$ cat src/core/tmr_map.svh
// register addresses, bit positions, reset values and clock ratios of the timer unit
`ifndef TMR_MAP_SVH
`define TMR_MAP_SVH

// special function register addresses
`define TMR_A_TIMER_CONTROL  8'h88
`define TMR_A_TIMER_MODE     8'h89
`define TMR_A_ZERO_LOW       8'h8A
`define TMR_A_ONE_LOW        8'h8B
`define TMR_A_ZERO_HIGH      8'h8C
`define TMR_A_ONE_HIGH       8'h8D
`define TMR_A_THIRD_CONTROL  8'hC8
`define TMR_A_THIRD_MODE     8'hC9
`define TMR_A_THIRD_RLD_LOW  8'hCA
`define TMR_A_THIRD_RLD_HIGH 8'hCB
`define TMR_A_THIRD_CNT_LOW  8'hCC
`define TMR_A_THIRD_CNT_HIGH 8'hCD

// timer control register bits
`define TMR_B_ONE_OVF        7
`define TMR_B_ONE_RUN        6
`define TMR_B_ZERO_OVF       5
`define TMR_B_ZERO_RUN       4

// timer mode register fields
`define TMR_B_ONE_GATE       7
`define TMR_B_ONE_SEL        6
`define TMR_F_ONE_MODE       5:4
`define TMR_B_ZERO_GATE      3
`define TMR_B_ZERO_SEL       2
`define TMR_F_ZERO_MODE      1:0

// third timer control and mode bits
`define TMR_B_T3_OVF         7
`define TMR_B_T3_EXT         6
`define TMR_B_T3_RXCLK       5
`define TMR_B_T3_TXCLK       4
`define TMR_B_T3_TRIG_EN     3
`define TMR_B_T3_RUN         2
`define TMR_B_T3_SEL         1
`define TMR_B_T3_CAP         0
`define TMR_B_T3_OE          1
`define TMR_B_T3_DOWN        0

// reset values and fixed patterns
`define TMR_RST_BYTE         8'h00
`define TMR_RST_WORD         16'h0000
`define TMR_ONES_BYTE        8'hFF
`define TMR_ONES_WORD        16'hFFFF

// oscillator clocks per machine cycle and per third-timer internal step
`define TMR_MCYC_CLKS        12
`define TMR_THIRD_DIV        6

`endif

$ cat src/core/tmr_pkg.sv
// types shared by the timer unit
package tmr_pkg;

	// general timer mode field encoding
	typedef enum logic [1:0] {
		TMR_GM_PRESCALED = 2'b00,
		TMR_GM_CASCADED  = 2'b01,
		TMR_GM_RELOAD8   = 2'b10,
		TMR_GM_SPLIT     = 2'b11
	} tmr_gmode_type;

	// third timer operating mode
	typedef enum logic [2:0] {
		TMR_T3_OFF     = 3'b000,
		TMR_T3_RELOAD  = 3'b001,
		TMR_T3_CAPTURE = 3'b010,
		TMR_T3_CLKOUT  = 3'b011,
		TMR_T3_BAUD    = 3'b100
	} tmr_t3mode_type;

endpackage : tmr_pkg

$ cat src/core/tmr_timer_unit.sv
// two general timers plus third timer control, flags and baud source selection
`timescale 1ns/1ps
`include "tmr_map.svh"

// Operation
// - prescaled mode counts thirteen bits: high byte plus low five bits of low byte.
// - rollover of the active counter from all ones sets that timer's overflow flag.
// - general timer counts while run bit is set and gate clear or interrupt pin high.
// - setting a run bit leaves the count registers untouched.
// - timer one gate is mode bit 7, timer zero gate is mode bit 3.
// - cascaded mode uses all sixteen bits of high and low byte.
// - eight-bit mode reloads low byte from high byte on overflow, sets flag.
// - timer one in mode 3 stops and holds, as if its run bit were clear.
// - timer zero mode 3: low byte uses zero controls, high byte uses one's run bit and flag only.
// - then timer one runs outside its mode 3, stops inside it, without flag.
// - third timer mode decoded from serial selects, capture bit and output enable.
// - third timer is off whenever its run bit is clear.
// - third overflow flag set on overflow, not in baud or clock-out, software clears.
// - external flag set by trigger falling edge when enabled in capture, baud, reload without down count enable.
// - receive clock select picks third timer or timer one overflows for receive.
// - transmit clock select picks third timer or timer one overflows for transmit.
// - enabled trigger edge captures, or reloads without down count enable, unless clocking the serial port.
// - third select bit: internal clock (over six except in baud and clock-out), or count pin falling edges.
// - capture bit picks capture or reload; serial clocking forces reload on overflow.
// - mode register holds output enable at bit 1, down count enable at bit 0.
// - mode field: 0 prescaled, 1 cascaded, 2 eight-bit reload, 3 split or stopped.
// - select bit clear counts internal clock, set counts the timer's count pin.
// - general overflow flag cleared on interrupt vector or by software.
module tmr_timer_unit
	import tmr_pkg::*;
#(
	parameter int unsigned MCYC_CLKS = `TMR_MCYC_CLKS,
	parameter int unsigned THIRD_DIV = `TMR_THIRD_DIV
)
(
	input  wire logic       clk_i,
	input  wire logic       nrst_i,
	input  wire logic       ce_i,
	input  wire logic [7:0] sfr_addr_i,
	input  wire logic       sfr_wr_i,
	input  wire logic [7:0] sfr_wdata_i,
	input  wire logic [1:0] count_pin_i,
	input  wire logic [1:0] external_irq_pin_i,
	input  wire logic [1:0] vector_ack_i,
	input  wire logic       third_count_pin_i,
	input  wire logic       third_trigger_pin_i,
	output logic      [7:0] sfr_rdata_o,
	output logic      [1:0] timer_overflow_flag_o,
	output logic            third_irq_o,
	output logic            rx_baud_tick_o,
	output logic            tx_baud_tick_o,
	output logic            clock_out_o,
	output logic            clock_out_en_o
);

	localparam int MW = (MCYC_CLKS > 1) ? $clog2(MCYC_CLKS) : 1;
	localparam int DW = (THIRD_DIV > 1) ? $clog2(THIRD_DIV) : 1;

	// one step of a general timer: {overflow, high, low}
	function automatic logic [16:0] tmr_step(input tmr_gmode_type m,
						 input logic [7:0] th,
						 input logic [7:0] tl);
		logic [5:0]  low5;
		logic [8:0]  hi;
		logic [16:0] wide;
		logic [8:0]  byte8;
		low5 = {1'b0, tl[4:0]} + 6'h01;
		hi = {1'b0, th} + {8'h00, low5[5]};
		wide = {1'b0, th, tl} + 17'h00001;
		byte8 = {1'b0, tl} + 9'h001;
		case (m)
			TMR_GM_PRESCALED: tmr_step = {hi[8], hi[7:0], tl[7:5], low5[4:0]};
			TMR_GM_CASCADED:  tmr_step = wide;
			TMR_GM_RELOAD8:   tmr_step = {byte8[8], th, byte8[8] ? th : byte8[7:0]};
			TMR_GM_SPLIT:     tmr_step = {byte8[8], th, byte8[7:0]};
			default:          tmr_step = wide;
		endcase
	endfunction : tmr_step

	// register state
	logic [7:0]    timer_control_register_q;
	logic [7:0]    timer_mode_register_q;
	logic [7:0]    tl_q [2];
	logic [7:0]    th_q [2];
	logic [7:0]    t3con_q;
	logic [1:0]    t3mod_q;
	logic [15:0]   t3cnt_q;
	logic [15:0]   t3rld_q;
	logic [7:0]    rdata_q;
	logic          irq3_q;
	logic          rx_tick_q;
	logic          tx_tick_q;
	logic          clkout_q;
	logic          clkout_en_q;

	// machine cycle and pin samples
	logic [MW-1:0] mcyc_q;
	logic [DW-1:0] div3_q;
	logic [1:0]    cpin_q;
	logic [1:0]    cpin_prev_q;
	logic [1:0]    irqpin_q;
	logic          t3pin_q;
	logic          t3pin_prev_q;
	logic          trig_q;
	logic          trig_prev_q;

	// machine cycle strobe and sampled pin edges
	wire           mcyc_tick = (mcyc_q == MW'(0));
	wire           div3_tick = (div3_q == DW'(0));
	wire [1:0]     cpin_fall = cpin_prev_q & ~cpin_q;
	wire           t3pin_fall = t3pin_prev_q & ~t3pin_q;
	wire           trig_fall = trig_prev_q & ~trig_q;

	// address decode
	wire           wr_timer_control_register = sfr_wr_i & (sfr_addr_i == `TMR_A_TIMER_CONTROL);
	wire           wr_timer_mode_register = sfr_wr_i & (sfr_addr_i == `TMR_A_TIMER_MODE);
	wire           wr_tl0 = sfr_wr_i & (sfr_addr_i == `TMR_A_ZERO_LOW);
	wire           wr_tl1 = sfr_wr_i & (sfr_addr_i == `TMR_A_ONE_LOW);
	wire           wr_th0 = sfr_wr_i & (sfr_addr_i == `TMR_A_ZERO_HIGH);
	wire           wr_th1 = sfr_wr_i & (sfr_addr_i == `TMR_A_ONE_HIGH);
	wire           wr_t3con = sfr_wr_i & (sfr_addr_i == `TMR_A_THIRD_CONTROL);
	wire           wr_t3mod = sfr_wr_i & (sfr_addr_i == `TMR_A_THIRD_MODE);
	wire           wr_rldl = sfr_wr_i & (sfr_addr_i == `TMR_A_THIRD_RLD_LOW);
	wire           wr_rldh = sfr_wr_i & (sfr_addr_i == `TMR_A_THIRD_RLD_HIGH);
	wire           wr_cntl = sfr_wr_i & (sfr_addr_i == `TMR_A_THIRD_CNT_LOW);
	wire           wr_cnth = sfr_wr_i & (sfr_addr_i == `TMR_A_THIRD_CNT_HIGH);

	// general timer controls
	wire           tmr_gmode_type gm0 = tmr_gmode_type'(timer_mode_register_q[`TMR_F_ZERO_MODE]);
	wire           tmr_gmode_type gm1 = tmr_gmode_type'(timer_mode_register_q[`TMR_F_ONE_MODE]);
	wire           gate0 = timer_mode_register_q[`TMR_B_ZERO_GATE];
	wire           gate1 = timer_mode_register_q[`TMR_B_ONE_GATE];
	wire           split0 = (gm0 == TMR_GM_SPLIT);

	// count source: machine cycle or a sampled falling edge on the count pin
	wire           src0 = timer_mode_register_q[`TMR_B_ZERO_SEL] ? (cpin_fall[0] & mcyc_tick) : mcyc_tick;
	wire           src1 = timer_mode_register_q[`TMR_B_ONE_SEL] ? (cpin_fall[1] & mcyc_tick) : mcyc_tick;

	// run qualification; the run bit only gates, it never touches the count
	wire           run0 = timer_control_register_q[`TMR_B_ZERO_RUN] & (~gate0 | irqpin_q[0]) & src0;
	wire           run1 = timer_control_register_q[`TMR_B_ONE_RUN] & (~gate1 | irqpin_q[1]) & src1 &
			      (gm1 != TMR_GM_SPLIT);
	wire           th0_run = split0 & timer_control_register_q[`TMR_B_ONE_RUN] & mcyc_tick;

	wire [16:0]    step0 = tmr_step(gm0, th_q[0], tl_q[0]);
	wire [16:0]    step1 = tmr_step(gm1, th_q[1], tl_q[1]);
	wire [8:0]     th0_inc = {1'b0, th_q[0]} + 9'h001;

	// overflow events
	wire           ovf0 = run0 & step0[16];
	wire           ovf1 = run1 & step1[16];
	wire           th0_ovf = th0_run & th0_inc[8];
	wire           tf1_set = split0 ? th0_ovf : ovf1;

	// third timer mode decode
	wire           rxclk = t3con_q[`TMR_B_T3_RXCLK];
	wire           txclk = t3con_q[`TMR_B_T3_TXCLK];
	wire           trig_en = t3con_q[`TMR_B_T3_TRIG_EN];
	wire           down_count_enable = t3mod_q[`TMR_B_T3_DOWN];
	tmr_t3mode_type t3mode;
	assign t3mode = ~t3con_q[`TMR_B_T3_RUN] ? TMR_T3_OFF :
			(rxclk | txclk) ? TMR_T3_BAUD :
			t3con_q[`TMR_B_T3_CAP] ? TMR_T3_CAPTURE :
			t3mod_q[`TMR_B_T3_OE] ? TMR_T3_CLKOUT : TMR_T3_RELOAD;

	// baud and clock-out step every oscillator clock, otherwise every sixth
	wire           fast3 = (t3mode == TMR_T3_BAUD) | (t3mode == TMR_T3_CLKOUT);
	wire           src3 = t3con_q[`TMR_B_T3_SEL] ? (t3pin_fall & mcyc_tick) :
			      (fast3 | div3_tick);
	wire           run3 = (t3mode != TMR_T3_OFF) & src3;
	wire           down3 = (t3mode == TMR_T3_RELOAD) & down_count_enable & ~trig_q;
	wire           up_ovf3 = run3 & ~down3 & (t3cnt_q == `TMR_ONES_WORD);
	wire           dn_udf3 = run3 & down3 & (t3cnt_q == t3rld_q);
	wire           roll3 = up_ovf3 | dn_udf3;
	wire           updown = (t3mode == TMR_T3_RELOAD) & down_count_enable;

	// trigger edge qualified; in up/down mode the pin steers direction instead
	wire           trig_evt = trig_fall & mcyc_tick & trig_en & ~updown &
			      ((t3mode == TMR_T3_RELOAD) | (t3mode == TMR_T3_CAPTURE) |
			       (t3mode == TMR_T3_BAUD));
	wire           trig_reload = trig_evt & (t3mode == TMR_T3_RELOAD);
	wire           trig_capture = trig_evt & (t3mode == TMR_T3_CAPTURE);
	wire           reload_on_ovf = up_ovf3 & (t3mode != TMR_T3_CAPTURE);
	wire           tf3_set = roll3 & ((t3mode == TMR_T3_RELOAD) |
			      (t3mode == TMR_T3_CAPTURE));
	wire           baud_ovf3 = up_ovf3 & (t3mode == TMR_T3_BAUD);
	wire [15:0]    cnt3_inc = t3cnt_q + 16'h0001;
	wire [15:0]    cnt3_dec = t3cnt_q - 16'h0001;

	// flag next values: a hardware set always wins over a clear
	logic [7:0]    timer_control_register_d;
	logic [7:0]    t3con_d;
	always_comb
	begin
		timer_control_register_d = wr_timer_control_register ? sfr_wdata_i : timer_control_register_q;
		timer_control_register_d[`TMR_B_ZERO_OVF] = ovf0 | (wr_timer_control_register ? sfr_wdata_i[`TMR_B_ZERO_OVF] :
				(timer_control_register_q[`TMR_B_ZERO_OVF] & ~vector_ack_i[0]));
		timer_control_register_d[`TMR_B_ONE_OVF] = tf1_set | (wr_timer_control_register ? sfr_wdata_i[`TMR_B_ONE_OVF] :
				(timer_control_register_q[`TMR_B_ONE_OVF] & ~vector_ack_i[1]));
		t3con_d = wr_t3con ? sfr_wdata_i : t3con_q;
		t3con_d[`TMR_B_T3_OVF] = tf3_set | t3con_d[`TMR_B_T3_OVF];
		t3con_d[`TMR_B_T3_EXT] = trig_evt |
				(t3con_d[`TMR_B_T3_EXT] ^ (updown & roll3));
	end

	// read data selection
	logic [7:0]    rd_mux;
	always_comb
	begin
		case (sfr_addr_i)
			`TMR_A_TIMER_CONTROL:  rd_mux = timer_control_register_q;
			`TMR_A_TIMER_MODE:     rd_mux = timer_mode_register_q;
			`TMR_A_ZERO_LOW:       rd_mux = tl_q[0];
			`TMR_A_ONE_LOW:        rd_mux = tl_q[1];
			`TMR_A_ZERO_HIGH:      rd_mux = th_q[0];
			`TMR_A_ONE_HIGH:       rd_mux = th_q[1];
			`TMR_A_THIRD_CONTROL:  rd_mux = t3con_q;
			`TMR_A_THIRD_MODE:     rd_mux = {6'h00, t3mod_q}; // reserved bits read zero
			`TMR_A_THIRD_RLD_LOW:  rd_mux = t3rld_q[7:0];
			`TMR_A_THIRD_RLD_HIGH: rd_mux = t3rld_q[15:8];
			`TMR_A_THIRD_CNT_LOW:  rd_mux = t3cnt_q[7:0];
			`TMR_A_THIRD_CNT_HIGH: rd_mux = t3cnt_q[15:8];
			default:               rd_mux = `TMR_RST_BYTE;
		endcase
	end

	// machine cycle divider and pin sampling once per machine cycle
	always_ff @(posedge clk_i or negedge nrst_i)
	begin
		if (!nrst_i)
		begin
			mcyc_q <= '0;
			cpin_q <= 2'h0;
			cpin_prev_q <= 2'h0;
			irqpin_q <= 2'h0;
			t3pin_q <= 1'b0;
			t3pin_prev_q <= 1'b0;
			trig_q <= 1'b0;
			trig_prev_q <= 1'b0;
		end
		else if (ce_i)
		begin
			mcyc_q <= (mcyc_q == MW'(MCYC_CLKS - 1)) ? MW'(0) : mcyc_q + MW'(1);
			if (mcyc_tick)
			begin
				cpin_q <= count_pin_i;
				cpin_prev_q <= cpin_q;
				irqpin_q <= external_irq_pin_i;
				t3pin_q <= third_count_pin_i;
				t3pin_prev_q <= t3pin_q;
				trig_q <= third_trigger_pin_i;
				trig_prev_q <= trig_q;
			end
		end
	end

	// control registers and flags
	always_ff @(posedge clk_i or negedge nrst_i)
	begin
		if (!nrst_i)
		begin
			timer_control_register_q <= `TMR_RST_BYTE;
			timer_mode_register_q <= `TMR_RST_BYTE;
			t3con_q <= `TMR_RST_BYTE;
			t3mod_q <= 2'h0;
		end
		else if (ce_i)
		begin
			timer_control_register_q <= timer_control_register_d;
			t3con_q <= t3con_d;
			if (wr_timer_mode_register)
				timer_mode_register_q <= sfr_wdata_i;
			if (wr_t3mod)
				t3mod_q <= sfr_wdata_i[1:0]; // upper bits are not stored
		end
	end

	// general timer count bytes; a software write beats a count step
	always_ff @(posedge clk_i or negedge nrst_i)
	begin
		if (!nrst_i)
		begin
			tl_q[0] <= `TMR_RST_BYTE;
			tl_q[1] <= `TMR_RST_BYTE;
			th_q[0] <= `TMR_RST_BYTE;
			th_q[1] <= `TMR_RST_BYTE;
		end
		else if (ce_i)
		begin
			if (wr_tl0)
				tl_q[0] <= sfr_wdata_i;
			else if (run0)
				tl_q[0] <= step0[7:0];
			if (wr_th0)
				th_q[0] <= sfr_wdata_i;
			else if (th0_run)
				th_q[0] <= th0_inc[7:0];
			else if (run0)
				th_q[0] <= step0[15:8];
			if (wr_tl1)
				tl_q[1] <= sfr_wdata_i;
			else if (run1)
				tl_q[1] <= step1[7:0];
			if (wr_th1)
				th_q[1] <= sfr_wdata_i;
			else if (run1)
				th_q[1] <= step1[15:8];
		end
	end

	// third timer prescaler, counter and reload/capture word
	always_ff @(posedge clk_i or negedge nrst_i)
	begin
		if (!nrst_i)
		begin
			div3_q <= '0;
			t3cnt_q <= `TMR_RST_WORD;
			t3rld_q <= `TMR_RST_WORD;
		end
		else if (ce_i)
		begin
			div3_q <= (div3_q == DW'(THIRD_DIV - 1)) ? DW'(0) : div3_q + DW'(1);
			if (wr_cntl)
				t3cnt_q[7:0] <= sfr_wdata_i;
			else if (wr_cnth)
				t3cnt_q[15:8] <= sfr_wdata_i;
			else if (trig_reload | reload_on_ovf)
				t3cnt_q <= t3rld_q;
			else if (dn_udf3)
				t3cnt_q <= `TMR_ONES_WORD;
			else if (run3)
				t3cnt_q <= down3 ? cnt3_dec : cnt3_inc;
			if (wr_rldl)
				t3rld_q[7:0] <= sfr_wdata_i;
			else if (wr_rldh)
				t3rld_q[15:8] <= sfr_wdata_i;
			else if (trig_capture)
				t3rld_q <= t3cnt_q;
		end
	end

	// registered outputs: interrupt, baud ticks and clock-out
	always_ff @(posedge clk_i or negedge nrst_i)
	begin
		if (!nrst_i)
		begin
			rdata_q <= `TMR_RST_BYTE;
			irq3_q <= 1'b0;
			rx_tick_q <= 1'b0;
			tx_tick_q <= 1'b0;
			clkout_q <= 1'b0;
			clkout_en_q <= 1'b0;
		end
		else if (ce_i)
		begin
			rdata_q <= rd_mux;
			irq3_q <= t3con_d[`TMR_B_T3_OVF] | t3con_d[`TMR_B_T3_EXT];
			rx_tick_q <= rxclk ? baud_ovf3 : ovf1;
			tx_tick_q <= txclk ? baud_ovf3 : ovf1;
			clkout_en_q <= (t3mode == TMR_T3_CLKOUT);
			if (up_ovf3 & (t3mode == TMR_T3_CLKOUT))
				clkout_q <= ~clkout_q;               // half period per rollover
		end
	end

	assign sfr_rdata_o = rdata_q;
	assign timer_overflow_flag_o = {timer_control_register_q[`TMR_B_ONE_OVF], timer_control_register_q[`TMR_B_ZERO_OVF]};
	assign third_irq_o = irq3_q;
	assign rx_baud_tick_o = rx_tick_q;
	assign tx_baud_tick_o = tx_tick_q;
	assign clock_out_o = clkout_q;
	assign clock_out_en_o = clkout_en_q;

endmodule : tmr_timer_unit

$ cat config.mk
export PLATFORM = sky130hd
export DESIGN_NAME = tmr_timer_unit
export DESIGN_NICKNAME = d
export VERILOG_FILES = /design/src/core/tmr_pkg.sv /design/src/core/tmr_timer_unit.sv
export VERILOG_INCLUDE_DIRS = /design/src /design/src/core
export SDC_FILE = /design/constraint.sdc
export NUM_CORES = 1
export LEC_CHECK = 0
export BUFFER_PORTS_ARGS = -buffer_cell sky130_fd_sc_hd__buf_4
export CAP_MARGIN = 15
export CORE_MARGIN = 2
export CORE_UTILIZATION = 40
export DETAILED_ROUTE_END_ITERATION = 8
export PLACE_DENSITY = 0.65
export SLEW_MARGIN = 20
export SYNTH_ARGS = -nofsm -noshare
export SYNTH_HDL_FRONTEND = slang
export SYNTH_SLANG_ARGS = --single-unit
$ cat constraint.sdc
create_clock -name clk_i -period 7.5 [get_ports clk_i]
set_input_delay 1.125 -clock clk_i [delete_from_list [all_inputs] [get_ports clk_i]]
set_output_delay 1.125 -clock clk_i [all_outputs]
set_load 0.02 [all_outputs]
Yosys cells after proc, flatten, opt, wreduce, memory -nomap -nowiden
Index checks and enable logic that the tools add are counted.
{"block": "word_totals", "register_bits": 120, "elab_cells": 224}
{"block": "classes", "bitwise_logic": 75, "reduce_logical": 29, "add_sub_neg": 13, "n_mux": 40, "n_eq_ne": 36}
{"operator": "two-way mux 8 bit", "count": 18}
{"operator": "one-hot mux 17 bit (4 select lines)", "count": 2}
{"operator": "== test 8 bit, second input constant", "count": 12}
{"operator": "one-hot mux 8 bit (12 select lines)", "count": 1}
{"operator": "two-way mux 16 bit", "count": 5}
{"operator": "AND 1 bit", "count": 47}
{"operator": "adder 16 x 1 -> 17 bit, second input constant", "count": 2}
{"operator": "adder 8 x 1 -> 9 bit, second input constant", "count": 3}
{"operator": "adder 8 x 1 -> 9 bit", "count": 2}
{"operator": "AND reduction 3 bit", "count": 6}
{"operator": "adder 16 x 1 -> 16 bit, second input constant", "count": 1}
{"operator": "== test 16 bit", "count": 1}
{"operator": "== test 16 bit, second input constant", "count": 1}
{"operator": "AND reduction 2 bit", "count": 8}
{"operator": "subtractor 16 x 1 -> 16 bit, second input constant", "count": 1}
{"operator": "inequality test 2 bit, second input constant", "count": 7}
{"operator": "OR 1 bit", "count": 14}
{"operator": "adder 5 x 1 -> 6 bit, second input constant", "count": 2}
{"operator": "inverter 1 bit", "count": 11}
{"operator": "nonzero test 2 bit", "count": 5}
{"operator": "two-way mux 3 bit", "count": 3}
{"operator": "== test 2 bit, second input constant", "count": 4}
{"operator": "two-way mux 1 bit", "count": 8}
{"operator": "AND reduction 4 bit", "count": 2}
{"operator": "19 further kinds", "count": 27}

Depth between registers and ports, before layout
Gate-level depths: netlist of run 1.
{"block": "depth", "ltp_word": 16, "ltp_mapped": 12, "mapped_depth_nobuf": 11}

Least setup slack after synthesis of run 1
OpenSTA, ideal clock, no wires.
{"block": "synth_timing", "kind": "input to register", "from": "input sfr_addr_i[5]", "to": "register tl_q[13] (netlist name)", "path_slack_ns": 4.552, "t_arrival_ns": 2.821, "required_time_ns": 7.373, "n_path_buf": 2, "cell_stages": 9, "path_cell_list": "nor3b_2 > nor3b_1 > buf_2 > nand3_1 > nor2_4 > o21ai_1 > buf_2 > a211oi_1 > a21oi_1"}
{"block": "synth_via", "elab_chain_len": 4, "elab_cells_between_ends": 6, "classes_between": "eq/ne: 2; mux: 1; bitwise: 1; reduce/logical: 2"}
{"element": "start: declaration", "line_no": "tmr_timer_unit.sv:39", "rtl": "input wire logic [7:0] sfr_addr_i,"}
{"element": "== test 8 bit (*)"}
{"element": "AND 1 bit (*)", "line_no": "tmr_timer_unit.sv:117", "rtl": "wire wr_tl0 = sfr_wr_i & (sfr_addr_i == `TMR_A_ZERO_LOW);"}
{"element": "inequality test 2 bit (no source line) or nonzero test 2 bit (tied branches)"}
{"element": "AND reduction 3 bit (no source line)"}
{"element": "end: declaration", "line_no": "tmr_timer_unit.sv:83", "rtl": "logic [7:0] tl_q [2];"}
Every way passes the cells marked *; elsewhere a longest branch is shown, timed or not.
A chain may end at the register's enable or synchronous reset.

Worst setup path after layout of run 1
{"block": "layout_timing", "from": "input sfr_addr_i[0]", "to": "register th_q[2] (netlist name)"}
{"block": "layout_via", "elab_chain_len": 4, "elab_cells_between_ends": 7, "classes_between": "eq/ne: 3; mux: 1; bitwise: 1; reduce/logical: 2"}
{"element": "== test 8 bit (*)"}
{"element": "AND 1 bit (*)", "line_no": "tmr_timer_unit.sv:120", "rtl": "wire wr_th1 = sfr_wr_i & (sfr_addr_i == `TMR_A_ONE_HIGH);"}
{"element": "inequality test 2 bit (no source line) or nonzero test 2 bit (tied branches)"}
{"element": "AND reduction 4 bit (no source line)"}
{"element": "end: declaration", "line_no": "tmr_timer_unit.sv:84", "rtl": "logic [7:0] th_q [2];"}
Marked as above.

==> results.ini, run 1 <==
[run_status]
run_status=finished clean

[setup_path]
reg2reg_to=t3cnt_q[14]
worst-r2r-cell-count=11
cp.arrival_ps=4040
r2r_slack_ps=4130
cp-end-kind=flip-flop
setup_cp_type=in -> reg
worstSetupEndpoint=th_q[2]
cp_max_fo=32
critical_path.startpoint=sfr_addr_i[0]
worst_ep_required_time_ps=7810
r2r-start=t3con_q[4]
crit_path_start_kind=primary input

[final_layout]
layout.nets=1072
final_layout_size_suffix_gt1_share_pct=13.4
area_growth_syn_to_layout_pct=11.5
final_cell_area_sq_um=9810
final_common_cell=sky130_fd_sc_hd__dfrtp_1
count_of_fill_cells_added_during_filler_insertion=2127
most_frequent_cells_in_the_layout=sky130_fd_sc_hd__dfrtp_1 (120), sky130_fd_sc_hd__nand2_1 (95), sky130_fd_sc_hd__nor2_1 (79), sky130_fd_sc_hd__a21oi_1 (69), sky130_fd_sc_hd__o21ai_0 (58)
finalCoreUtilization_pct=45.2

[power]
netSwitchingFraction_pct=30.8
power.static_leakage_uw=0.00392
clock_power_share_pct=41.9
share_seq_of_total_power_pct=41.9
irDropWorstVdd_v=0.000123
p_int_uw=1400
combPwrFrac_pct=16.2
powerDensity_nw_per_um2=206
power.switching_uw=624

[logic_synthesis]
synth_enable_flop_cells=0
ys_types=81
synthesis.area_sq_um=8800
yosysWarningCount=0
synthesis.instances=1042
netlist.top_cell.by_area=sky130_fd_sc_hd__dfrtp_1
synth_fp_nets=1080
synth_flop_cell=sky130_fd_sc_hd__dfrtp_1
synth_top_cells_by_area=sky130_fd_sc_hd__dfrtp_1 (34%), sky130_fd_sc_hd__mux2i_1 (4.8%), sky130_fd_sc_hd__mux2_2 (4.6%)
synth.top_cell.area_share_pct=34.1
synthesis.area_per_instance_sq_um=8.44
postSynth.asyncResetShare_pct=100
yosys_register_bits=120
seq_area_frac_synth_pct=34.1

[timing]
clock.fmax_mhz=268
transition_time_at_the_pin_with_the_least_slew_margin_ps=1050
final.period_utilization_pct=49.8
setup-tns-final_ps=0
rsz_0062_raised_after_global_routing=no
timing.clock.skew_ps=6.67
finalCriticalPeriod_ps=3730
slew_headroom_pct=29.6
slew_viol_final=0
finalSetupViolCount=0
timing_hold_violations_final=0

[routing]
drtPass1Iterations=7
totalWireLength_mm=29.7
detail_route.vias_per_cell=6.45
drc=0
antenna_left=0
via_count=8563
wire_per_inst_um=22.3
detailedRoute.firstIterationViolations=819

[cts]
cts_max_path_buffers=2
clkTransAtPathRegs_ps=60
cts.hold.buffers_added=0
cts.root.buffer_cell=sky130_fd_sc_hd__clkbuf_16
cts_setup_buffers=0
tritoncts=yes
cts.htree.levels=4
cts_made_buffers=17
post_cts.resized_instances=0
cts.sink_count=120
clk-insertion-delay-late_ps=430

[placed_design]
buffer_ports.inserted=42
routabilityCongestion=0.993
post_detail_place_hpwl_mm=20.5
dpl-instance-area_sq_um=9210

[flow_run]
maxCapViolCount=0

[floorplanning]
row_count=54
chipHeight_um=152
floorplan.initialDensity_pct=40.6
design.die.area_sq_um=23200
ioPinCount=43
fp.coreArea_sq_um=21700
die_width_um=152

[global_routing]
antenna_found_initial=0
grt_pass1_vias=7953
grt_remaining_overflow=0
global_route_wire_length_before_repair_mm=46.8
gr-usage-all-layers_pct=25.6
grt_max_degree=65

[worst_hold_path]
hold_class=reg -> reg

logic make-up (layout without fill, tap and decap cells):
group	Yosys count	in the layout	synth area share, %
multiplexers	78	78	9.39
AO/OA/AOI/OAI	322	322	24.6
adder cells (fa/ha/maj)	10	10	1.42
buffers and inverters	107	112	4.93
XOR/XNOR	41	41	4.08
other	0	1	0
flip-flops	120	120	34.1
AND/OR/NAND/NOR	364	364	21.5
cell usage after synthesis (5+ instances only):
| library cell | instances |
|---|---|
| sky130_fd_sc_hd__a31oi_1 | 13 |
| sky130_fd_sc_hd__nand4_1 | 21 |
| sky130_fd_sc_hd__buf_1 | 5 |
| sky130_fd_sc_hd__and3_1 | 20 |
| sky130_fd_sc_hd__a22o_1 | 11 |
| sky130_fd_sc_hd__o21ai_0 | 58 |
| sky130_fd_sc_hd__nand2b_1 | 12 |
| sky130_fd_sc_hd__a221oi_1 | 8 |
| sky130_fd_sc_hd__o221ai_1 | 6 |
| sky130_fd_sc_hd__nor3b_1 | 5 |
| sky130_fd_sc_hd__nor4_1 | 14 |
| sky130_fd_sc_hd__inv_1 | 31 |
| sky130_fd_sc_hd__nand2_1 | 95 |
| sky130_fd_sc_hd__dfrtp_1 | 120 |
| sky130_fd_sc_hd__a211oi_1 | 11 |
| sky130_fd_sc_hd__o31ai_1 | 8 |
| sky130_fd_sc_hd__a21oi_1 | 69 |
| sky130_fd_sc_hd__a32oi_1 | 6 |
| sky130_fd_sc_hd__mux2i_1 | 42 |
| sky130_fd_sc_hd__o22a_1 | 6 |
| sky130_fd_sc_hd__nor3_1 | 21 |
| sky130_fd_sc_hd__xor2_1 | 9 |
| sky130_fd_sc_hd__xnor2_1 | 32 |
| sky130_fd_sc_hd__buf_2 | 17 |
| sky130_fd_sc_hd__o32a_1 | 5 |
| sky130_fd_sc_hd__nor2_1 | 79 |
| sky130_fd_sc_hd__and2_1 | 6 |
| sky130_fd_sc_hd__nand3_1 | 43 |
| sky130_fd_sc_hd__mux2_2 | 36 |
| sky130_fd_sc_hd__o22ai_1 | 27 |
| sky130_fd_sc_hd__or3_1 | 5 |
| sky130_fd_sc_hd__nor2b_1 | 10 |
| sky130_fd_sc_hd__a21o_1 | 11 |
| sky130_fd_sc_hd__a22oi_1 | 24 |
| sky130_fd_sc_hd__ha_1 | 10 |
| sky130_fd_sc_hd__o21ai_1 | 22 |
| sky130_fd_sc_hd__and4_1 | 7 |
| sky130_fd_sc_hd__clkbuf_1 | 50 |
final cells by class:
| class | count | area [sq um] | area share (%) |
|---|---|---|---|
| well taps | 280 | 350 | 3.57 |
| flip-flops and latches | 120 | 3000 | 30.6 |
| clock inverters | 11 | 149 | 1.52 |
| clock buffers | 21 | 450 | 4.59 |
| diodes | 1 | 2.50 | 0.0255 |
| inverters | 32 | 120 | 1.22 |
| repair buffers | 48 | 360 | 3.67 |
| multi-input cells | 815 | 5370 | 54.8 |
per-stage QoR:
| step | total power (uW) | worst slack [ps] | hold slack [ps] | std cells |
|---|---|---|---|---|
| detailed placement | 1180 | 3420 | 475 | 1295 |
| global placement | 1170 | 3560 | 462 | 1295 |
| global route | 2110 | 3550 | 498 | 1327 |
| finish | 2030 | 3770 | 472 | 1328 |
| floorplan | 1050 | 4550 | 451 | 1042 |
| CTS | 2030 | 3830 | 483 | 1327 |
power groups by stage:
stage               registers (uW)  logic [uW]  clock network (uW)
CTS                            842         326                 861
global route                   858         363                 887
floorplan                      779         273                   0
detailed placement             854         324                   0
finish                         848         328                 849
global placement               854         317                   0
flip-flops by register name, summed over array words and instances, names as in the netlist, 3 cells and up:
signal / cells
tl_q: 16
timer_control_register_q: 8
div3_q: 3
t3cnt_q: 16
timer_mode_register_q: 8
t3rld_q: 16
th_q: 16
sfr_rdata_o: 8
t3con_q: 8
mcyc_q: 4
worst max-delay path, cell delays in order:
cell,delay [ps]
sky130_fd_sc_hd__buf_4,400
sky130_fd_sc_hd__and4b_1,670
sky130_fd_sc_hd__and3_1,590
sky130_fd_sc_hd__a21oi_1,100
sky130_fd_sc_hd__nor2b_1,800
sky130_fd_sc_hd__o211a_1,260
sky130_fd_sc_hd__o21ai_0,80
per-layer routing:
layer / routed length (um) / global-route usage (%) / vias up
met5: 0 / 0 / -
met2: 12900 / 37.8 / 466
li1: - / - / 3901
met4: 919 / 10.2 / 0
met1: 12900 / 36.7 / 4128
met3: 2960 / 5.35 / 68
worst min-delay path by stage:
| stage | startpoint | endpoint | slack, ps | depth (start not counted) |
|---|---|---|---|---|
| final | clock_out_o | clock_out_o | 470 | 1 |
| after global routing | clock_out_o | clock_out_o | 500 | 1 |
| after CTS | clock_out_o | clock_out_o | 480 | 1 |
| after detailed placement | clock_out_o | clock_out_o | 470 | 1 |
| after global placement | clock_out_o | clock_out_o | 460 | 1 |
| after floorplan | timer_control_register_q[0] | timer_control_register_q[0] | 450 | 2 |
(Power assumes the default switching activity.)
==> inputs of run 2 (changes only) <==
==> constraint.sdc (replaced) <==
create_clock -name clk_i -period 3.6 [get_ports clk_i]
set_input_delay 0.54 -clock clk_i [delete_from_list [all_inputs] [get_ports clk_i]]
set_output_delay 0.54 -clock clk_i [all_outputs]
set_load 0.02 [all_outputs]
==> results.ini, run 2 (synthesis gave the netlist of run 1 again) <==
[run_status]
run_status=finished clean  ; unchanged

[power]
share_seq_of_total_power_pct=40.9  ; was 41.9%
combPwrFrac_pct=17.6  ; was 16.2%
netSwitchingFraction_pct=31.8  ; was 30.8%
power.static_leakage_uw=0.00400  ; was 0.00392 uW
powerDensity_nw_per_um2=424  ; was 206 nW/um^2
p_int_uw=2870  ; was 1400 uW
irDropWorstVdd_v=0.000238  ; was 0.000123 V
clock_power_share_pct=41.5  ; was 41.9%
power.switching_uw=1340  ; was 624 uW

[cts]
cts.hold.buffers_added=0  ; unchanged
tritoncts=yes  ; unchanged
clk-insertion-delay-late_ps=430  ; about the same
cts.sink_count=120  ; unchanged
cts_max_path_buffers=2  ; unchanged
cts.htree.levels=4  ; unchanged
clkTransAtPathRegs_ps=70  ; was 60 ps
cts_made_buffers=17  ; unchanged
cts.root.buffer_cell=sky130_fd_sc_hd__clkbuf_16  ; unchanged
post_cts.resized_instances=0  ; unchanged
cts_setup_buffers=0  ; unchanged

[final_layout]
final_layout_size_suffix_gt1_share_pct=14.8  ; was 13.4%
area_growth_syn_to_layout_pct=12.8  ; was 11.5%
count_of_fill_cells_added_during_filler_insertion=2100  ; was 2127
final_common_cell=sky130_fd_sc_hd__dfrtp_1  ; unchanged
diodes=0  ; was 1
layout.nets=1087  ; was 1072
most_frequent_cells_in_the_layout=sky130_fd_sc_hd__dfrtp_1 (120), sky130_fd_sc_hd__nand2_1 (95), sky130_fd_sc_hd__nor2_1 (79), sky130_fd_sc_hd__a21oi_1 (69), sky130_fd_sc_hd__buf_4 (62)  ; was sky130_fd_sc_hd__dfrtp_1 (120), sky130_fd_sc_hd__nand2_1 (95), sky130_fd_sc_hd__nor2_1 (79), sky130_fd_sc_hd__a21oi_1 (69), sky130_fd_sc_hd__o21ai_0 (58)
layoutNonFillerInstCount=1342  ; was 1328

[setup_path]
cp_max_fo=19  ; was 32
worst_path_largest_cell_delay_ps=490  ; was 800 ps
critical_path_cell_sequence=nor4b_4, nand2_4, xnor2_1, ha_1, nor2_1, nand3_1, nor4_1, a31o_2, nand3_1, o32ai_1, a21oi_1  ; was buf_4, and4b_1, and3_1, a21oi_1, nor2b_1, o211a_1, o21ai_0
cp.arrival_ps=3360  ; was 4040 ps
cp-end-kind=flip-flop  ; unchanged
crit_path_start_kind=flip-flop  ; was primary input
cp_slowest_cell=sky130_fd_sc_hd__nor4b_4  ; was sky130_fd_sc_hd__nor2b_1
worst_ep_required_time_ps=3910  ; was 7810 ps
setup_cp_type=reg -> reg  ; was in -> reg
critical_path.startpoint=t3mod_q[1]  ; was sfr_addr_i[0]
r2r-start=t3mod_q[1]  ; was t3con_q[4]
cp_common_cell=sky130_fd_sc_hd__nand3_1

[routing]
drc=0  ; unchanged
drtPass1Iterations=7  ; unchanged
detailedRoute.firstIterationViolations=943  ; was 819
totalWireLength_mm=29.5  ; was 29.7 mm
detail_route.vias_per_cell=6.40  ; was 6.45
antenna_left=0  ; unchanged
via_count=8592  ; was 8563
wire_per_inst_um=22.0  ; was 22.3 um

[placed_design]
buffer_ports.inserted=42  ; unchanged
placedCellCount=1310  ; was 1295
post_detail_place_hpwl_mm=20.5  ; about the same
routabilityCongestion=0.937  ; was 0.993

[worst_hold_path]
hold_class=in -> async  ; was reg -> reg

[timing]
clock.fmax_mhz=328
slew_headroom_pct=33.9  ; was 29.6%
final.period_utilization_pct=84.8
finalSetupViolCount=0  ; unchanged
timing.clock.skew_ps=11.1  ; was 6.67 ps
finalCriticalPeriod_ps=3050
slew_viol_final=0  ; unchanged
transition_time_at_the_pin_with_the_least_slew_margin_ps=984  ; was 1050 ps
timing_hold_violations_final=0  ; unchanged
setup-tns-final_ps=0  ; unchanged
rsz_0062_raised_after_global_routing=no  ; unchanged

[floorplanning]
row_count=54  ; unchanged
floorplan.initialDensity_pct=40.6  ; unchanged
ioPinCount=43  ; unchanged
design.die.area_sq_um=23200  ; unchanged
chipHeight_um=152  ; unchanged
die_width_um=152  ; unchanged
fp.coreArea_sq_um=21700  ; unchanged

[global_routing]
grt_remaining_overflow=0  ; unchanged
grt_max_degree=91  ; was 65
global_route_wire_length_before_repair_mm=46.5  ; was 46.8 mm
antenna_found_initial=1  ; was 0
grt_pass1_vias=7943  ; was 7953
gr-usage-all-layers_pct=25.5  ; was 25.6%

[flow_run]
maxCapViolCount=0  ; unchanged

[run 2: cell count changes in the layout (fill, tap and decap cells not counted), sizes merged]
| cell | delta |
|---|---|
| diode | -1 |
| clkbuf | -3 |
| bufinv | -1 |
| clkinv | -1 |
| buf | +15 |
| inv | +6 |
| clkinvlp | -1 |
[run 2: final timing paths]
check	end	slack (ps)	cells after the start
max reg2reg	t3cnt_q[14]	550	11
max	t3cnt_q[14]	550	11
min in group clk_i	irqpin_q[1]	330	3
min	th_q[2]	60	1
max in group asynchronous	sfr_rdata_o[2]	2710	2
min reg2reg	clock_out_o	470	1
[run 2: routing by layer]
metal | track usage (%) | wire, um | up-vias
met2 | 37.1 | 12600 | 465
met1 | 36.9 | 13100 | 4126
li1 | - | - | 3918
met5 | 0 | 0 | -
met3 | 5.20 | 2660 | 83
met4 | 10.5 | 1090 | 0
[run 2: final cells by class]
type,instances,area [sq um],share of cell area [%]
clock inverters,14,165,1.66
repair buffers,63,485,4.89
well taps,280,350,3.53
inverters,32,120,1.21
clock buffers,18,429,4.32
flip-flops and latches,120,3000,30.3
multi-input cells,815,5370,54.1
[run 2: per-stage QoR]
| stage | total power, uW | area (sq um) | worst slack (ps) | hold WS (ps) | util [%] |
|---|---|---|---|---|---|
| 5_1_grt | 4380 | 9930 | 269 | 87.9 | 45.8 |
| 3_3_place_gp | 2450 | 9330 | 678 | 464 | 43.0 |
| 2_1_floorplan | 2190 | 8800 | 784 | 244 | - |
| 4_1_cts | 4220 | 9930 | 589 | 71.6 | 45.8 |
| 6_report | 4210 | 9930 | 548 | 57.1 | 45.8 |
| 3_5_place_dp | 2470 | 9330 | 604 | 468 | 43.0 |
[run 2: power groups by stage]
stage / logic [uW] / clock network [uW] / registers, uW
floorplan: 568 / 0 / 1620
global placement: 721 / 0 / 1730
detailed placement: 735 / 0 / 1740
CTS: 739 / 1770 / 1710
global route: 820 / 1820 / 1740
finish: 742 / 1750 / 1720
[run 2: critical path, delay by kind of cell, from the launching register on]
kind	cells	cell delay, ps
AOI/OAI and AO/OA	3	560
and+or+nand+nor	6	1480
adders and majority gates	1	250
DFF	1	460
xor gates and xnor gates	1	170
==> inputs of run 3 (changes only) <==
--- a/config.mk
+++ b/config.mk
@@ -6,12 +6,13 @@
 export SDC_FILE = /design/constraint.sdc
 export NUM_CORES = 1
 export LEC_CHECK = 0
+export ABC_AREA = 1
 export BUFFER_PORTS_ARGS = -buffer_cell sky130_fd_sc_hd__buf_4
 export CAP_MARGIN = 15
 export CORE_MARGIN = 2
 export CORE_UTILIZATION = 40
 export DETAILED_ROUTE_END_ITERATION = 8
-export PLACE_DENSITY = 0.65
+export PLACE_DENSITY = 0.67
 export SLEW_MARGIN = 20
 export SYNTH_ARGS = -nofsm -noshare
 export SYNTH_HDL_FRONTEND = slang
==> constraint.sdc (replaced) <==
create_clock -name clk_i -period 2.7 [get_ports clk_i]
set_input_delay 0.405 -clock clk_i [delete_from_list [all_inputs] [get_ports clk_i]]
set_output_delay 0.405 -clock clk_i [all_outputs]
set_load 0.02 [all_outputs]
==> results.ini, run 3 <==
[setup_path]
cp_common_cell=sky130_fd_sc_hd__nand2_1  ; was sky130_fd_sc_hd__nand3_1
r2r-start=mcyc_q[0]  ; was t3mod_q[1]
worst-r2r-cell-count=14  ; was 11
crit_path_start_kind=flip-flop  ; unchanged
cp.arrival_ps=2880  ; was 3360 ps
cpLargestDelayFamily=simple AND/OR/NAND/NOR gates  ; unchanged
r2r_slack_ps=160  ; was 550 ps
reg2reg_to=t3cnt_q[9]  ; was t3cnt_q[14]
worst_ep_required_time_ps=3050  ; was 3910 ps
setup_cp_type=reg -> reg  ; unchanged
timing.critical_path.depth=14  ; was 11
critical_path_cell_sequence=inv_1, ha_1, nand2_1, o21ai_0, nand3_2, nor2_1, nand2_1, o21ai_4, inv_2, nand2_4, inv_2, nand3_1, nand2_1, a21oi_1  ; was nor4b_4, nand2_4, xnor2_1, ha_1, nor2_1, nand3_1, nor4_1, a31o_2, nand3_1, o32ai_1, a21oi_1
worst_path_largest_cell_delay_ps=390  ; was 490 ps
cp_max_fo=9  ; was 19
cp-end-kind=flip-flop  ; unchanged
total_buffers_and_inverters_traversed_by_the_critical_path=3  ; was 0
cp_slowest_cell=sky130_fd_sc_hd__dfrtp_1  ; was sky130_fd_sc_hd__nor4b_4

[cts]
tritoncts=yes  ; unchanged
clk-insertion-delay-late_ps=430  ; about the same
cts_setup_buffers=0  ; unchanged
cts.root.buffer_cell=sky130_fd_sc_hd__clkbuf_16  ; unchanged
cts.htree.levels=4  ; unchanged
clkTransAtPathRegs_ps=60  ; was 70 ps
cts_made_buffers=17  ; unchanged
cts_max_path_buffers=2  ; unchanged
cts.sink_count=120  ; unchanged

[logic_synthesis]
synth_fp_nets=1301  ; was 1080
synthesis.area_sq_um=8750  ; was 8800 sq um
yosys_register_bits=120  ; unchanged
yosysWarningCount=0  ; unchanged
seq_area_frac_synth_pct=34.3  ; was 34.1%
synthesis.area_per_instance_sq_um=6.93  ; was 8.44 sq um
post_synth_most_frequent_cells=sky130_fd_sc_hd__nand2_1 (245), sky130_fd_sc_hd__inv_1 (175), sky130_fd_sc_hd__o21ai_0 (140)  ; was sky130_fd_sc_hd__dfrtp_1 (120), sky130_fd_sc_hd__nand2_1 (95), sky130_fd_sc_hd__nor2_1 (79)
post-synth-top-count-cell=sky130_fd_sc_hd__nand2_1  ; was sky130_fd_sc_hd__dfrtp_1
synth_flop_cell=sky130_fd_sc_hd__dfrtp_1  ; unchanged
synth_top_cells_by_area=sky130_fd_sc_hd__dfrtp_1 (34%), sky130_fd_sc_hd__nand2_1 (11%), sky130_fd_sc_hd__o21ai_0 (8.0%)  ; was sky130_fd_sc_hd__dfrtp_1 (34%), sky130_fd_sc_hd__mux2i_1 (4.8%), sky130_fd_sc_hd__mux2_2 (4.6%)
netlist.top_cell.by_area=sky130_fd_sc_hd__dfrtp_1  ; unchanged
ys_types=50  ; was 81
synth_enable_flop_cells=0  ; unchanged
synthesis.instances=1263  ; was 1042
synth.top_cell.area_share_pct=34.3  ; was 34.1%
postSynth.asyncResetShare_pct=100  ; unchanged

[routing]
top_layer_used=met4  ; unchanged
drtPass1Iterations=5  ; was 7
totalWireLength_mm=30.5  ; was 29.5 mm
antenna_left=0  ; unchanged
via_count=9280  ; was 8592
detail_route.vias_per_cell=5.75  ; was 6.40
met3RoutedLength_mm=3.00  ; was 2.66 mm
met1_length_mm=13.4  ; was 13.1 mm
drc=0  ; unchanged
detailedRoute.firstIterationViolations=1177  ; was 943
met2RoutedLength_mm=13.1  ; was 12.6 mm
wire_per_inst_um=18.9  ; was 22.0 um

[final_layout]
diodes=0  ; unchanged
final_common_cell=sky130_fd_sc_hd__nand2_1  ; was sky130_fd_sc_hd__dfrtp_1
final_layout_size_suffix_gt1_share_pct=13.0  ; was 14.8%
most_frequent_cells_in_the_layout=sky130_fd_sc_hd__nand2_1 (245), sky130_fd_sc_hd__inv_1 (175), sky130_fd_sc_hd__o21ai_0 (139), sky130_fd_sc_hd__dfrtp_1 (120), sky130_fd_sc_hd__a21oi_1 (104)  ; was sky130_fd_sc_hd__dfrtp_1 (120), sky130_fd_sc_hd__nand2_1 (95), sky130_fd_sc_hd__nor2_1 (79), sky130_fd_sc_hd__a21oi_1 (69), sky130_fd_sc_hd__buf_4 (62)
final_cell_area_sq_um=10200  ; was 9930 sq um
area_growth_syn_to_layout_pct=17.0  ; was 12.8%
layout.nets=1360  ; was 1087
finalCoreUtilization_pct=47.4  ; was 45.8%
count_of_fill_cells_added_during_filler_insertion=2172  ; was 2100

[global_routing]
gr-usage-all-layers_pct=26.4  ; was 25.5%
antenna_found_initial=0  ; was 1
grt_max_degree=54  ; was 91
grt_pass1_vias=8450  ; was 7943
global_route_wire_length_before_repair_mm=48.0  ; was 46.5 mm
grt_remaining_overflow=0  ; unchanged

[power]
irDropWorstVdd_v=0.000400  ; was 0.000238 V
combPwrFrac_pct=35.9  ; was 17.6%
power.static_leakage_uw=0.00493  ; was 0.00400 uW
share_seq_of_total_power_pct=33.0  ; was 40.9%
power.switching_uw=3210  ; was 1340 uW
powerDensity_nw_per_um2=783  ; was 424 nW/um^2
netSwitchingFraction_pct=40.0  ; was 31.8%
clock_power_share_pct=31.1  ; was 41.5%
p_int_uw=4810  ; was 2870 uW

[timing]
slew_headroom_pct=59.6  ; was 33.9%
rsz_0062_raised_after_global_routing=no  ; unchanged
clock.fmax_mhz=394  ; was 328 MHz
setup-tns-final_ps=0  ; unchanged
finalCriticalPeriod_ps=2540  ; was 3050 ps
timing_hold_violations_final=0  ; unchanged
slew_viol_final=0  ; unchanged
finalSetupViolCount=0  ; unchanged
timing.clock.skew_ps=13.7  ; was 11.1 ps
final.period_utilization_pct=93.9  ; was 84.8%
transition_time_at_the_pin_with_the_least_slew_margin_ps=601  ; was 984 ps

[worst_hold_path]
hold_class=in -> reg  ; was in -> async
hold_depth=2
timing.hold.worst_endpoint=irqpin_q[0]
worst_hold_path_startpoint=external_irq_pin_i[0]

[placed_design]
dpl-instance-area_sq_um=9570  ; was 9330 sq um
buffer_ports.inserted=42  ; unchanged
routabilityCongestion=1.01  ; was 0.937
post_detail_place_hpwl_mm=22.6  ; was 20.5 mm

[floorplanning]
die_width_um=152  ; about the same
chipHeight_um=152  ; about the same
row_count=54  ; unchanged
fp.coreArea_sq_um=21600  ; was 21700 sq um
design.die.area_sq_um=23100  ; was 23200 sq um
floorplan.initialDensity_pct=40.5  ; was 40.6%
ioPinCount=43  ; unchanged

[run_status]
run_status=finished clean  ; unchanged

[flow_run]
maxCapViolCount=0  ; unchanged

[run 3: cell type report]
class                   count  area (sq um)  share of cell area, %
clock buffers              21           470                   4.59
inverters                 193           727                   7.10
clock inverters            11           169                   1.65
multi-input cells         902          4830                   47.2
well taps                 280           350                   3.42
flip-flops and latches    120          3000                   29.3
repair buffers             88           688                   6.72
[run 3: logic make-up after synthesis]
group	share of synthesized area (%)
and+or+nand+nor	24.6
AOI/OAI and AO/OA	24.1
xor gates and xnor gates	4.40
buffers and inverters	10.8
DFF	34.3
adders and majority gates	1.43
muxes	0.243
[run 3: how the worst max path moves through the flow]
stage                    from                     endpoint  slack, ps
finish              mcyc_q[0]                   t3cnt_q[9]        160
global route        mcyc_q[0]                  t3cnt_q[15]         20
CTS                  tl_q[10]  timer_control_register_q[5]         90
detailed placement   tl_q[10]  timer_control_register_q[5]        120
global placement     tl_q[10]  timer_control_register_q[5]        100
floorplan            tl_q[10]                     th_q[14]        470
[run 3: worst register-to-register path, stage by stage, from the launching register on]
cell,delay (ps)
sky130_fd_sc_hd__dfrtp_1,390
sky130_fd_sc_hd__inv_1,100
sky130_fd_sc_hd__ha_1,150
sky130_fd_sc_hd__nand2_1,250
sky130_fd_sc_hd__o21ai_0,310
sky130_fd_sc_hd__nand3_2,170
sky130_fd_sc_hd__nor2_1,140
sky130_fd_sc_hd__nand2_1,110
sky130_fd_sc_hd__o21ai_4,160
sky130_fd_sc_hd__inv_2,80
sky130_fd_sc_hd__nand2_4,150
sky130_fd_sc_hd__inv_2,120
sky130_fd_sc_hd__nand3_1,160
sky130_fd_sc_hd__nand2_1,70
sky130_fd_sc_hd__a21oi_1,120
[run 3: per-stage QoR]
stage	setup slack [ps]	hold WS [ps]	instances	total power, uW
final	164	212	1615	8020
after global routing	16.2	218	1615	8500
after detailed placement	124	372	1582	5450
after CTS	94.1	208	1615	7950
after floorplan	469	109	1263	4490
after global placement	102	372	1582	5420
[run 3: power by group through the flow]
stage / sequential, uW / combinational (uW) / clock [uW]
6_report: 2640 / 2880 / 2490
2_1_floorplan: 2390 / 2090 / 0
4_1_cts: 2610 / 2830 / 2510
3_5_place_dp: 2640 / 2810 / 0
5_1_grt: 2680 / 3230 / 2590
3_3_place_gp: 2630 / 2790 / 0
[run 3: timing repair]
action / CTS / global route
hold buffers: 1 / 0
hold endpoints to repair: 28 / 0
resized for setup: 0 / 6
endpoints found under the setup margin: 0 / 16
[run 3: layer usage]
layer | global-route usage, % | vias to the layer above
li1 | - | 4372
met1 | 38.4 | 4295
met2 | 39.1 | 539
met3 | 5.22 | 74
met4 | 8.99 | 0
met5 | 0 | -
